<file path="src/core/pg_route_pkg.sv">
// Package: register map, reset values and carrier types for the port G routing registers
// Overview of operation
// - Switch-mode bit set: pin switch follows timer compare; clear: converter or switch-control regs.
// - Channel-mask bit clear masks that pin during acquisition; set leaves it unmasked.
// - Capture-ident bit clear marks channel I/O; set marks sampling-capacitor I/O.
// - All sixteen fields of three registers are read/write and reset to zero.
// - Capture identification takes effect only while the pin is under timer compare control.
package pg_route_pkg;

  localparam int          ADDR_W              = 8;
  localparam int          PIN_N               = 16;
  localparam logic [7:0]  OFF_CAPTURE_ROUTE   = 8'h00;
  localparam logic [7:0]  OFF_SWITCH_MODE     = 8'h4c;
  localparam logic [7:0]  OFF_CHANNEL_MASK    = 8'h50;
  localparam logic [7:0]  OFF_CAPTURE_IDENT   = 8'h54;
  localparam logic [15:0] PIN_RESET           = 16'h0000;
  localparam logic [31:0] ROUTE_SELECT_RESET  = 32'h0000_0000;
  localparam logic [31:0] READ_ZERO           = 32'h0000_0000;

  // Per-pin routing state handed to the switch matrix
  typedef struct packed {
    logic [15:0] timer_ctrl;
    logic [15:0] unmasked;
    logic [15:0] sample_cap;
  } pin_route_type;

endpackage : pg_route_pkg

</file>
<file path="src/core/pg_route_regs.sv">
// APB register bank routing the port G analog switches
`timescale 1ns/1ps
module pg_route_regs
  import pg_route_pkg::*;
(
  input  wire logic                 pclk,
  input  wire logic                 presetn,
  input  wire logic                 psel,
  input  wire logic                 penable,
  input  wire logic                 pwrite,
  input  wire logic [7:0]           paddr,
  input  wire logic [31:0]          pwdata,
  input  wire logic [3:0]           pstrb,
  output logic      [31:0]          prdata,
  output logic                      pready,
  output logic                      pslverr,
  output logic      [15:0]          switch_timer_ctrl,
  output logic      [15:0]          channel_unmasked,
  output logic      [15:0]          sample_cap_io,
  output logic      [31:0]          capture_route_sel
);
  import pg_route_pkg::*;

  logic [15:0]   switch_mode_ff;
  logic [15:0]   channel_mask_ff;
  logic [15:0]   capture_ident_ff;
  logic [31:0]   route_select_ff;
  logic [31:0]   prdata_ff;
  logic          wr_en;
  logic          rd_en;
  logic          addr_hit;
  pin_route_type route;

  // Word-aligned decode; low two bits ignored by design
  function automatic logic is_reg(input logic [7:0] a, input logic [7:0] off);
    return a[7:2] == off[7:2];
  endfunction : is_reg

  // Merge byte lanes of write data into an old value
  function automatic logic [15:0] lane16(input logic [15:0] old, input logic [31:0] wd, input logic [3:0] st);
    return {st[1] ? wd[15:8] : old[15:8], st[0] ? wd[7:0] : old[7:0]};
  endfunction : lane16

  // Zero-wait slave, one access cycle per transfer
  assign pready  = 1'b1;
  assign wr_en   = psel & penable & pwrite;
  assign rd_en   = psel & ~penable & ~pwrite;
  assign addr_hit = is_reg(paddr, OFF_CAPTURE_ROUTE) | is_reg(paddr, OFF_SWITCH_MODE) |
                    is_reg(paddr, OFF_CHANNEL_MASK) | is_reg(paddr, OFF_CAPTURE_IDENT);
  // Unmapped address answers with an error, no state change
  assign pslverr = psel & penable & ~addr_hit;

  // Port G fields; upper half of pwdata never stored
  always_ff @(posedge pclk or negedge presetn) begin
    if (!presetn) begin
      switch_mode_ff   <= PIN_RESET;
      channel_mask_ff  <= PIN_RESET;
      capture_ident_ff <= PIN_RESET;
    end else if (wr_en) begin
      if (is_reg(paddr, OFF_SWITCH_MODE)) begin
        switch_mode_ff <= lane16(switch_mode_ff, pwdata, pstrb);
      end else if (is_reg(paddr, OFF_CHANNEL_MASK)) begin
        channel_mask_ff <= lane16(channel_mask_ff, pwdata, pstrb);
      end else if (is_reg(paddr, OFF_CAPTURE_IDENT)) begin
        capture_ident_ff <= lane16(capture_ident_ff, pwdata, pstrb);
      end
    end
  end

  // Capture route select kept as a plain full word, passed out for the timer side
  always_ff @(posedge pclk or negedge presetn) begin
    if (!presetn) begin
      route_select_ff <= ROUTE_SELECT_RESET;
    end else if (wr_en && is_reg(paddr, OFF_CAPTURE_ROUTE)) begin
      for (int b = 0; b < 4; b++) begin
        if (pstrb[b]) begin
          route_select_ff[b*8 +: 8] <= pwdata[b*8 +: 8];
        end
      end
    end
  end

  // Read data captured in setup phase so it stands through the access cycle
  always_ff @(posedge pclk or negedge presetn) begin
    if (!presetn) begin
      prdata_ff <= READ_ZERO;
    end else if (rd_en) begin
      if (is_reg(paddr, OFF_SWITCH_MODE)) begin
        prdata_ff <= {16'h0000, switch_mode_ff};
      end else if (is_reg(paddr, OFF_CHANNEL_MASK)) begin
        prdata_ff <= {16'h0000, channel_mask_ff};
      end else if (is_reg(paddr, OFF_CAPTURE_IDENT)) begin
        prdata_ff <= {16'h0000, capture_ident_ff};
      end else if (is_reg(paddr, OFF_CAPTURE_ROUTE)) begin
        prdata_ff <= route_select_ff;
      end else begin
        prdata_ff <= READ_ZERO;
      end
    end
  end
  assign prdata = prdata_ff;

  pg_route_decode u_decode (
    .switch_mode   (switch_mode_ff),
    .channel_mask  (channel_mask_ff),
    .capture_ident (capture_ident_ff),
    .route         (route)
  );

  // Matrix controls from register bits; sampling-capacitor marks gated by switch mode
  assign switch_timer_ctrl = route.timer_ctrl;
  assign channel_unmasked  = route.unmasked;
  assign sample_cap_io     = route.sample_cap;
  assign capture_route_sel = route_select_ff;

  // Routing outputs back at zero on the first edge after any reset release
  reset_zero_a: assert property (@(posedge pclk) $rose(presetn) |->
    (switch_timer_ctrl == PIN_RESET && channel_unmasked == PIN_RESET && sample_cap_io == PIN_RESET))
    else $error("routing outputs not zero after reset");

  // Route select and read data also cleared, so a mid-run reset leaves nothing stale
  reset_route_a: assert property (@(posedge pclk) $rose(presetn) |->
    capture_route_sel == ROUTE_SELECT_RESET && prdata == READ_ZERO)
    else $error("route select or read data not zero after reset");

  // Full-word mode write lands in the switch control outputs
  mode_write_a: assert property (@(posedge pclk) disable iff (!presetn)
    wr_en && is_reg(paddr, OFF_SWITCH_MODE) && pstrb == 4'hf |=> switch_timer_ctrl == $past(pwdata[15:0]))
    else $error("switch mode write lost");

  // Switch control output follows the stored mode bits at all times
  mode_out_a: assert property (@(posedge pclk) disable iff (!presetn)
    switch_timer_ctrl == switch_mode_ff)
    else $error("switch control differs from mode register");

  // Full-word mask write lands in the unmask outputs
  mask_write_a: assert property (@(posedge pclk) disable iff (!presetn)
    wr_en && is_reg(paddr, OFF_CHANNEL_MASK) && pstrb == 4'hf |=> channel_unmasked == $past(pwdata[15:0]))
    else $error("channel mask write lost");

  // Unmask output never inverted or delayed against the register
  mask_out_a: assert property (@(posedge pclk) disable iff (!presetn)
    channel_unmasked == channel_mask_ff)
    else $error("unmask output differs from mask register");

  // High lane alone updates the high byte and keeps the low byte
  lane_merge_a: assert property (@(posedge pclk) disable iff (!presetn)
    wr_en && is_reg(paddr, OFF_CHANNEL_MASK) && pstrb[1:0] == 2'b10 |=>
    channel_mask_ff == {$past(pwdata[15:8]), $past(channel_mask_ff[7:0])})
    else $error("byte lane merge wrong");

  // Full-word ident write lands in the stored ident bits
  ident_write_a: assert property (@(posedge pclk) disable iff (!presetn)
    wr_en && is_reg(paddr, OFF_CAPTURE_IDENT) && pstrb == 4'hf |=> capture_ident_ff == $past(pwdata[15:0]))
    else $error("capture ident write lost");

  // Sampling-capacitor marks are the ident bits of timer-controlled pins
  ident_gate_a: assert property (@(posedge pclk) disable iff (!presetn)
    sample_cap_io == (capture_ident_ff & switch_timer_ctrl))
    else $error("capture ident not gated by timer mode");

  // No sampling-capacitor mark on a pin left to the converter side
  ident_only_timer_a: assert property (@(posedge pclk) disable iff (!presetn)
    (sample_cap_io & ~switch_timer_ctrl) == 16'h0000)
    else $error("capture ident active without timer mode");

  // Full-word route select write lands whole
  route_write_a: assert property (@(posedge pclk) disable iff (!presetn)
    wr_en && is_reg(paddr, OFF_CAPTURE_ROUTE) && pstrb == 4'hf |=> capture_route_sel == $past(pwdata))
    else $error("route select write lost");

  // Mask readback stands in the access cycle
  readback_a: assert property (@(posedge pclk) disable iff (!presetn)
    rd_en && is_reg(paddr, OFF_CHANNEL_MASK) ##1 penable |-> prdata[15:0] == channel_mask_ff)
    else $error("mask readback mismatch");

  // Mode readback stands in the access cycle
  mode_readback_a: assert property (@(posedge pclk) disable iff (!presetn)
    rd_en && is_reg(paddr, OFF_SWITCH_MODE) ##1 penable |-> prdata[15:0] == switch_mode_ff)
    else $error("mode readback mismatch");

  // Ident readback shows the raw bits, not the gated ones
  ident_readback_a: assert property (@(posedge pclk) disable iff (!presetn)
    rd_en && is_reg(paddr, OFF_CAPTURE_IDENT) ##1 penable |-> prdata[15:0] == capture_ident_ff)
    else $error("ident readback mismatch");

  // Route select reads back as the full stored word
  route_readback_a: assert property (@(posedge pclk) disable iff (!presetn)
    rd_en && is_reg(paddr, OFF_CAPTURE_ROUTE) ##1 penable |-> prdata == route_select_ff)
    else $error("route select readback mismatch");

  // Port G fields change only on a write
  hold_a: assert property (@(posedge pclk) disable iff (!presetn)
    !wr_en |=> $stable(switch_mode_ff) && $stable(channel_mask_ff) && $stable(capture_ident_ff))
    else $error("register changed without write");

  // Route select changes only on a write
  route_hold_a: assert property (@(posedge pclk) disable iff (!presetn)
    !wr_en |=> $stable(route_select_ff))
    else $error("route select changed without write");

  // Reserved half of the port G words always reads zero
  upper_read_a: assert property (@(posedge pclk) disable iff (!presetn)
    rd_en && !is_reg(paddr, OFF_CAPTURE_ROUTE) ##1 psel && penable |-> prdata[31:16] == 16'h0000)
    else $error("reserved bits read nonzero");

  // Strobes on the reserved lanes alone leave the three port G fields alone
  upper_write_a: assert property (@(posedge pclk) disable iff (!presetn)
    wr_en && pstrb[1:0] == 2'b00 |=> $stable(switch_mode_ff) && $stable(channel_mask_ff) && $stable(capture_ident_ff))
    else $error("upper-lane write changed a field");

  // Unmapped read returns zero in its access cycle
  unmapped_read_a: assert property (@(posedge pclk) disable iff (!presetn)
    rd_en && !addr_hit ##1 penable |-> prdata == READ_ZERO)
    else $error("unmapped read not zero");

  // Error answer comes with no state change anywhere
  err_no_write_a: assert property (@(posedge pclk) disable iff (!presetn)
    pslverr |=> $stable(switch_mode_ff) && $stable(channel_mask_ff) && $stable(capture_ident_ff) &&
    $stable(route_select_ff))
    else $error("erroring access changed a register");

  // Main scenarios: timer control, capture pins, re-masking, bad address, strobed writes
  timer_mode_c: cover property (@(posedge pclk) disable iff (!presetn) switch_timer_ctrl != 16'h0000);
  sample_cap_c: cover property (@(posedge pclk) disable iff (!presetn) sample_cap_io != 16'h0000);
  remask_c:     cover property (@(posedge pclk) disable iff (!presetn)
    $fell(channel_unmasked[0]) && switch_timer_ctrl[0] == 1'b1);
  bad_addr_c:   cover property (@(posedge pclk) disable iff (!presetn) pslverr);
  lane_write_c: cover property (@(posedge pclk) disable iff (!presetn) wr_en && pstrb != 4'hf);
endmodule : pg_route_regs

</file>
<file path="src/core/pg_route_decode.sv">
// Routing decode: turns the three per-pin register fields into matrix controls
`timescale 1ns/1ps
module pg_route_decode
  import pg_route_pkg::*;
(
  input  wire logic [15:0]          switch_mode,
  input  wire logic [15:0]          channel_mask,
  input  wire logic [15:0]          capture_ident,
  output pg_route_pkg::pin_route_type route
);
  import pg_route_pkg::*;

  // Pure wiring plus gating, registered copies live in the parent
  always_comb begin
    route.timer_ctrl = switch_mode;
    route.unmasked   = channel_mask;
    route.sample_cap = capture_ident & switch_mode;
  end
endmodule : pg_route_decode

</file>
<file path="config.mk">
export PLATFORM = sky130hd
export DESIGN_NAME = pg_route_regs
export DESIGN_NICKNAME = d
export VERILOG_FILES = /design/src/core/pg_route_pkg.sv /design/src/core/pg_route_regs.sv /design/src/core/pg_route_decode.sv
export SDC_FILE = /design/constraint.sdc
export NUM_CORES = 1
export LEC_CHECK = 0
export BUFFER_PORTS_ARGS = -buffer_cell sky130_fd_sc_hd__buf_2
export CAP_MARGIN = 20
export CORE_AREA = 2 2 121 111
export DETAILED_ROUTE_END_ITERATION = 8
export DIE_AREA = 0 0 123 113
export SLEW_MARGIN = 20
export SYNTH_ARGS = -nofsm -noshare
export SYNTH_HDL_FRONTEND = slang
export SYNTH_SLANG_ARGS = --single-unit
</file>
<file path="constraint.sdc">
create_clock -name pclk -period 2.95 [get_ports pclk]
set_input_delay 0.4425 -clock pclk [delete_from_list [all_inputs] [get_ports pclk]]
set_output_delay 0.4425 -clock pclk [all_outputs]
set_load 0.01 [all_outputs]
</file>
# Yosys cells after proc, flatten, opt, wreduce, memory -nomap -nowiden
# Cells that the tools add are included.
word_totals:
  reg_bits: 112
  latch_bits: 0
  mem_bits_rw: 0
  rom_bits: 0
  out_inout_bits: 114
  word_cells: 44
  mem_count: 0
op_classes:
  n_addsub: 0
  n_mul: 0
  div_mod_pow: 0
  order_cmp: 0
  eq_ne: 3
  shift: 0
  mux: 4
  bitwise_logic: 14
  n_reduce_logical: 12
ops:
  columns: ["operator", "count"]
  rows:
  - ["32-bit 2-to-1 mux", 4]
  - ["6-bit by 5-bit equality test with 1-bit output, second input constant", 3]
  - ["16-bit bitwise AND", 1]
  - ["5-bit AND reduction", 2]
  - ["2-bit AND reduction", 4]
  - ["4-bit AND reduction", 2]
  - ["6-bit logical NOT", 1]
  - ["3-bit AND reduction", 2]
  - ["1-bit bitwise AND", 5]
  - ["1-bit NOT", 5]
  - ["1-bit bitwise OR", 3]
  - ["1-bit logical AND", 1]

# Logic depth before layout (Yosys ltp)
# Gate-level depths: netlist of the first run.
logic_depth:
  ltp_word: 6
  depth_mapped: 6
  depth_no_buf: 4

# Modules after synthesis
# Synthesis of the first run repeated with hierarchy kept, for this count alone.
hier_totals:
  cells_unflattened: 444
  area_unflattened_um2: 5326.4
modules_own_cells:
  columns: ["mod", "instances", "cells_per_inst", "area_per_inst_um2", "seq_area_each_um2"]
  rows:
  - ["pg_route_regs", 1, 396, 4986.0, 2802.7]
  - ["pg_route_decode", 1, 48, 340.3, 0.0]

# Least setup slack after synthesis of the first run
# OpenSTA, ideal clock, no wires.
synth_timing:
  path_kind: "input-to-reg"
  from: "input port paddr[7]"
  to: "register capture_ident_ff[10]"
  setup_time_ns: 0.125
  arrival_ns: 1.872
  path_slack_ns: 0.953
  cell_stages: 6
  n_path_buf: 2
  path_cell_list: "or3b_1 > buf_2 > nor3_4 > and3_1 > buf_6 > mux2_2"
synth_between:
  elab_chain_cells: 3
synth_lines:
  columns: ["item", "line_no", "source"]
  rows:
  - ["from (decl)", "pg_route_regs.sv:11", "input wire logic [7:0] paddr,"]
  - ["6-bit by 5-bit equality test with 1-bit output", "pg_route_regs.sv:36", "return a[7:2] == off[7:2];"]
  - ["1-bit NOT (no line)", null, null]
  - ["5-bit AND reduction (no line) *", null, null]
  - ["to (signal assigned)", "pg_route_regs.sv:65", "capture_ident_ff <= lane16(capture_ident_ff, pwdata, pstrb);"]
  - ["to (decl)", "pg_route_regs.sv:26", "logic [15:0] capture_ident_ff;"]
# Mark *: on every way between the ends. The rest lies on a longest branch, timed or not.
# A chain may end at the register's enable or synchronous reset.

# Worst setup path after layout of the first run
layout_timing:
  from: "input port paddr[7]"
  to: "output port pslverr"
layout_between:
  elab_chain_cells: 6
layout_lines:
  columns: ["item", "line_no", "source"]
  rows:
  - ["6-bit by 5-bit equality test with 1-bit output / 6-bit logical NOT (equally long branches)", "pg_route_regs.sv:36", null]
  - ["1-bit bitwise OR (2 in series)", "pg_route_regs.sv:48", "assign addr_hit = is_reg(paddr, OFF_CAPTURE_ROUTE) | is_reg(paddr, OFF_SWITCH_MODE) |"]
  - ["1-bit bitwise OR *", "pg_route_regs.sv:49", "is_reg(paddr, OFF_CHANNEL_MASK) | is_reg(paddr, OFF_CAPTURE_IDENT);"]
  - ["1-bit NOT *", "pg_route_regs.sv:51", "assign pslverr = psel & penable & ~addr_hit;"]
  - ["1-bit bitwise AND *", "pg_route_regs.sv:51", null]
  - ["to (decl)", "pg_route_regs.sv:16", "output logic pslverr,"]
# Marks and branches as above.

==> results of run 1 <==
[sequential cells by signal (all words and copies together), names as in the netlist]
signal	count
switch_mode_ff	16
capture_ident_ff	16
channel_mask_ff	16
prdata	32
capture_route_sel	32
[per-stage QoR]
| step | power (mW) | std cells | cell area, sq um | setup WS [ns] | util (%) |
|---|---|---|---|---|---|
| 5_1_grt | 3.26 | 734 | 6230 | 0.726 | 49.5 |
| 2_1_floorplan | 1.80 | 404 | 4940 | 0.953 | - |
| 6_report | 3.13 | 734 | 6230 | 0.807 | 49.5 |
| 4_1_cts | 3.17 | 734 | 6230 | 0.785 | 49.5 |
| 3_3_place_gp | 1.98 | 718 | 5940 | 0.474 | 47.2 |
| 3_5_place_dp | 1.99 | 718 | 5940 | 0.453 | 47.2 |
[cells in the mapped netlist (all sizes together)]
library cell / n / area [sq um]
a21oi: 20 / 100
a221oi: 7 / 61.3
a22oi: 7 / 52.6
and2: 17 / 106
and3: 12 / 75.1
buf: 9 / 75.1
clkbuf: 13 / 48.8
conb: 1 / 3.75
dfrtp: 112 / 2800
inv: 1 / 3.75
mux2: 80 / 901
nand2: 36 / 135
nand2b: 1 / 6.26
nand3: 2 / 35.0
nand3b: 1 / 7.51
nor2: 26 / 150
nor2b: 9 / 56.3
nor3: 11 / 66.3
nor3b: 1 / 7.51
nor4: 1 / 6.26
o21ai: 16 / 80.1
o221ai: 9 / 78.8
o22ai: 7 / 43.8
or2: 2 / 12.5
or3b: 3 / 26.3
[cells by family after synthesis]
kind of cell | count (synthesis)
AO/OA/AOI/OAI | 66
buffers and inverters | 23
flip-flops | 112
multiplexers | 80
other | 1
AND/OR/NAND/NOR | 122
[layout by cell type, fill, tap and decap left out, drive strengths merged]
| cell | count |
|---|---|
| nor3 | 11 |
| nor2 | 26 |
| nand2 | 36 |
| nand3b | 1 |
| nor4 | 1 |
| or2 | 2 |
| a221oi | 7 |
| nor3b | 1 |
| inv | 1 |
| a22oi | 7 |
| o22ai | 7 |
| mux2 | 80 |
| clkinv | 1 |
| and3 | 12 |
| a21oi | 20 |
| clkbuf | 14 |
| o221ai | 9 |
| nor2b | 9 |
| buf | 172 |
| and2 | 17 |
| nand2b | 1 |
| conb | 1 |
| clkinvlp | 1 |
| or3b | 3 |
| dfrtp | 112 |
| nand3 | 2 |
| o21ai | 16 |
[final cells by class]
type | count | share of cell area, %
Inverter | 1 | 0.0603
Multi-Input combinational cell | 269 | 32.5
Clock buffer | 14 | 4.40
Sequential cell | 112 | 45.0
Clock inverter | 2 | 0.201
Timing Repair Buffer | 172 | 14.6
Tap cell | 164 | 3.29
[worst max path at each step]
stage,from,end,slack (ns),cells after the start
CTS,paddr[7],pslverr,0.78,6
detailed placement,paddr[7],channel_mask_ff[11],0.45,5
global route,paddr[7],pslverr,0.73,6
global placement,paddr[7],channel_mask_ff[10],0.47,5
floorplan,paddr[7],capture_ident_ff[10],0.95,6
finish,paddr[7],pslverr,0.81,6
[routing by layer]
layer	routed length (um)	up-vias	share of wire (%)
li1	-	1765	-
met1	5740	1919	42
met2	6640	124	49
met3	886	18	6.6
met4	242	0	1.8
met5	0	-	0
[critical path: cells and delay by family]
kind / cells / cell delay [ns]
and+or+nand+nor: 3 / 0.75
buffers and inverters: 3 / 0.50
[power by group]
part           total, mW  switching [mW]  internal, mW
Combinational      0.303           0.175         0.128
Sequential          1.65          0.0491          1.60
Clock               1.18           0.533         0.642
Total               3.13           0.758          2.37
==> impl_metrics.env, run 1 <==
export IMPL_multi_input_area_sq_um=2020
export IMPL_cts_tree="built"
export IMPL_cts_clk_slew_worst_paths_ns=0.07
export IMPL_portBuffers=159
export IMPL_grt_pass1_vias=3865
export IMPL_grt_usage_pct=19.8
export IMPL_drt_iter0_drc=162
export IMPL_cts_sinks=112
export IMPL_nets=614
export IMPL_start_util_pct=39.3
export IMPL_synth_mux_area_share_pct=18.2
export IMPL_final_layout_size_suffix_gt1_share_pct=48.4
export IMPL_coreArea_sq_um=12600
export IMPL_synthAdderAreaFrac_pct=0
export IMPL_min_period_ns=2.14
export IMPL_cp_end_kind="output port"
export IMPL_tightest_slew_ns=0.690
export IMPL_critPathMaxStageDelay_ns=0.34
export IMPL_antenna_found_initial=0
export IMPL_drtPass1Iterations=4
export IMPL_grt_met3_usage_pct=5.95
export IMPL_critPathMaxFanout=10
export IMPL_synth_compound_area_share_pct=8.43
export IMPL_routed_via_density=5.21
export IMPL_syn2layout_area_growth_pct=26.1
export IMPL_grt_pass1_wl_um=20700
export IMPL_fillerInstances=1140
export IMPL_avgSynthCellArea_sq_um=12.2
export IMPL_netlist_area_sq_um=4940
export IMPL_setup_viol=0
export IMPL_cts_path_max_buffers=2
export IMPL_rows=39
export IMPL_fin_crit_sh_pct=72.6
export IMPL_cp_common_cell="buf_2"
export IMPL_crit_arrival_ns=1.70
export IMPL_clk_latency_ns=0.35
export IMPL_ios=163
export IMPL_yosysSeqAreaShare_pct=56.7
export IMPL_cts_resized=0
export IMPL_cp_required_ns=2.51
export IMPL_wl_um=13500
export IMPL_dieArea_sq_um=13900
export IMPL_max_cap_violations=0
export IMPL_synth_ff_latch_count=112
export IMPL_cts_buffers=9
export IMPL_synth_top_family_by_area="multiplexers"
export IMPL_htreeDepth=3
export IMPL_clockRootBuffer="clkbuf_16"
export IMPL_timing_hold_ws_ns=0.124
export IMPL_crit_type="in -> out"
export IMPL_final_seq_area_sq_um=2800
export IMPL_leakagePower_nw=3.34
export IMPL_grt_overflow_total=0
export IMPL_hold_viol=0
export IMPL_synth_xor_area_share_pct=0
export IMPL_min_path_type="in -> async"
export IMPL_status="completed"
export IMPL_regToRegEndpoint="prdata[8]"
export IMPL_fin_tns_setup_ns=0
export IMPL_hold_buffers=0
export IMPL_synth_fp_nets=453
export IMPL_worst_clock_skew_ns=0.00407
export IMPL_cp_slowest_cell="nor4_2"
export IMPL_rsz0062_at_grt="no"
export IMPL_grt_met1_usage_pct=25.8
export IMPL_crit_path_start_kind="primary input"
export IMPL_synth_cell_types=33
export IMPL_r2r_start="capture_ident_ff[8]"
export IMPL_r2r_setup_slack_ns=1.98
export IMPL_hpwl_um=9720
export IMPL_use_met2_pct=31.7
export IMPL_busiest_layer="met2"
export IMPL_synth_warning_count=0
export IMPL_grt_max_degree=64
export IMPL_synthesis_instances=404
export IMPL_remaining_drc_errors=0
export IMPL_gp_congestion=0.786
export IMPL_power_density_nw_per_um2=502
export IMPL_fmax_ghz=0.467
export IMPL_vias=3826
export IMPL_postCtsSetupRepairBufs=0
export IMPL_drtAntennaViolNets=0
export IMPL_maxSlewHeadroom_pct=54.0
export IMPL_num_antenna_cells=0
export IMPL_synth_simple_gate_area_share_pct=14.0
export IMPL_post_drt_wl_per_cell_um=18.4
export IMPL_die_w_um=123
export IMPL_vdd_drop_max_mv=0.292
export IMPL_drv_slew=0
export IMPL_r2r_cells=4
export IMPL_cp_cell_sequence="buf_2 > nor4_2 > buf_4 > and2_1 > nor3_1 > buf_2"
export IMPL_die_h_um=113
Power figures use the tool's default switching activity.
==> run 2: changes to the inputs <==
==> constraint.sdc (replaced) <==
create_clock -name pclk -period 2.2 [get_ports pclk]
set_input_delay 0.33 -clock pclk [delete_from_list [all_inputs] [get_ports pclk]]
set_output_delay 0.33 -clock pclk [all_outputs]
set_load 0.01 [all_outputs]
==> run 2 against run 1 <==
Via count increased by 0.24%. Largest cell class unchanged. Critical path type unchanged. Clock skew about the same. Utilization increased by 1.4 points. Worst setup slack got worse by 0.46 ns. Total power increased by 37%. Register-to-register slack got worse by 0.75 ns. Highest routed layer unchanged.
==> impl_metrics.env, run 2 (synthesis results as in run 1) <==
export IMPL_status="completed"
export IMPL_r2r_cells=4
export IMPL_cp_end_kind="output port"
export IMPL_drt_iter0_drc=212
export IMPL_wl_um=13600
export IMPL_critPathMaxStageDelay_ns=0.49
export IMPL_post_drt_wl_per_cell_um=18.2
export IMPL_grt_max_degree=48
export IMPL_min_path_type="in -> reg"
export IMPL_fin_crit_sh_pct=84.1
export IMPL_critPathMaxFanout=5
export IMPL_p_int_mw=3.27
export IMPL_start_util_pct=39.3
export IMPL_crit_arrival_ns=1.52
export IMPL_tightest_slew_ns=0.538
export IMPL_die_h_um=113
export IMPL_r2r_setup_slack_ns=1.23
export IMPL_instances_no_fill=749
export IMPL_cts_clk_slew_worst_paths_ns=0.07
export IMPL_final_common_cell="buf_2"
export IMPL_critPathTopFamily="simple AND/OR/NAND/NOR gates"
export IMPL_dp_cells=732
export IMPL_drtPass1Iterations=4
export IMPL_cts_path_max_buffers=2
export IMPL_post_route_util_pct=50.9
export IMPL_layout_common_cells="buf_2, dfrtp_1, mux2_2"
export IMPL_hold_viol=0
export IMPL_crit_path_start_kind="primary input"
export IMPL_regToRegEndpoint="prdata[8]"
export IMPL_crit_type="in -> out"
export IMPL_drv_slew=0
export IMPL_drtAntennaViolNets=0
export IMPL_cp_slowest_cell="or3b_1"
export IMPL_min_period_ns=1.85
export IMPL_setup_viol=0
export IMPL_antenna_found_initial=0
export IMPL_worst_clock_skew_ns=0.00445
export IMPL_min_path_cells=2
export IMPL_cp_common_cell="buf_2"
export IMPL_clockRootBuffer="clkbuf_16"
export IMPL_routed_via_density=5.12
export IMPL_nets=629
export IMPL_power_density_nw_per_um2=669
export IMPL_num_antenna_cells=0
export IMPL_portBuffers=159
export IMPL_fmax_ghz=0.540
export IMPL_grt_overflow_total=0
export IMPL_power_share_clock_pct=38.7
export IMPL_p_sw_mw=1.02
export IMPL_die_w_um=123
export IMPL_clk_latency_ns=0.35
export IMPL_cp_required_ns=1.87
export IMPL_cts_buffers=9
export IMPL_vias=3835
export IMPL_r2r_start="capture_ident_ff[8]"
export IMPL_hpwl_um=10100
export IMPL_htreeDepth=3
export IMPL_maxSlewHeadroom_pct=64.0
export IMPL_grt_pass1_vias=3961
export IMPL_vdd_drop_max_mv=0.508
export IMPL_max_cap_violations=0
export IMPL_grt_pass1_wl_um=21600
export IMPL_rsz0062_at_grt="no"
export IMPL_postCtsSetupRepairBufs=0
export IMPL_hold_start="pwdata[28]"
export IMPL_final_layout_size_suffix_gt1_share_pct=49.9
export IMPL_fin_tns_setup_ns=0
export IMPL_gp_congestion=0.799
export IMPL_timing_hold_ws_ns=0.207
export IMPL_worst_path_stages=6
export IMPL_remaining_drc_errors=0
export IMPL_cts_sinks=112
export IMPL_holdPathEnd="capture_route_sel[28]"
export IMPL_syn2layout_area_growth_pct=29.6
export IMPL_critPathBufInv=3
export IMPL_ios=163
export IMPL_fillerInstances=1160
export IMPL_cts_tree="built"
export IMPL_dieArea_sq_um=13900
export IMPL_leakagePower_nw=3.43
export IMPL_cts_resized=0
export IMPL_hold_buffers=1
export IMPL_grt_usage_pct=20.7
export IMPL_rows=39
export IMPL_seqPwrFrac_pct=51.6
export IMPL_coreArea_sq_um=12600
export IMPL_cp_cell_sequence="buf_2 > or3b_1 > buf_4 > a21oi_1 > nor3_1 > buf_2"
export IMPL_switching_share_pct=23.8
export IMPL_p_comb_share_pct=9.7
## run 2: cell types whose count changed in the layout (fill, tap and decap cells not counted)
cell / before / now
buf_12: 1 / 4
buf_4: 13 / 24
bufinv_16: 0 / 1
clkbuf_1: 2 / 0
clkbuf_8: 3 / 2
clkinv_2: 1 / 2
clkinvlp_4: 1 / 2
dlygate4sd3_1: 0 / 1
## run 2: area by class of cell
class	count	area, sq um	share of cell area (%)
Clock inverter	5	55.1	0.860
Timing Repair Buffer	187	1060	16.6
Inverter	1	3.75	0.0586
Clock buffer	11	253	3.95
Tap cell	164	205	3.20
Multi-Input combinational cell	269	2020	31.6
Sequential cell	112	2800	43.8
## run 2: how the worst max path moves through the flow
stage | startpoint | endpoint | slack, ns
after floorplan | paddr[7] | capture_ident_ff[10] | 0.32
after global placement | paddr[7] | switch_mode_ff[2] | 0.06
after detailed placement | paddr[7] | switch_mode_ff[2] | 0.03
after CTS | paddr[7] | pslverr | 0.31
after global routing | paddr[7] | pslverr | 0.27
final | paddr[7] | pslverr | 0.35
## run 2: per-layer routing
layer	share of wire (%)	GRT usage (%)
met5	0	0
met4	1.0	4.55
met3	6.4	6.10
met2	49	33.1
met1	44	27.9
## run 2: stage by stage
step / instance area (sq um) / setup WS (ns) / total power, mW
after floorplan: 4940 / 0.316 / 2.42
after detailed placement: 6090 / 0.0282 / 2.67
final: 6400 / 0.349 / 4.28
after global routing: 6400 / 0.273 / 4.49
after global placement: 6090 / 0.0569 / 2.66
after CTS: 6400 / 0.307 / 4.35
## run 2: power groups by stage
| stage | clock (mW) | combinational, mW | sequential, mW |
|---|---|---|---|
| 2_1_floorplan | 0 | 0.144 | 2.27 |
| 3_3_place_gp | 0 | 0.412 | 2.25 |
| 3_5_place_dp | 0 | 0.421 | 2.25 |
| 4_1_cts | 1.72 | 0.424 | 2.21 |
| 5_1_grt | 1.81 | 0.460 | 2.22 |
| 6_report | 1.66 | 0.416 | 2.21 |
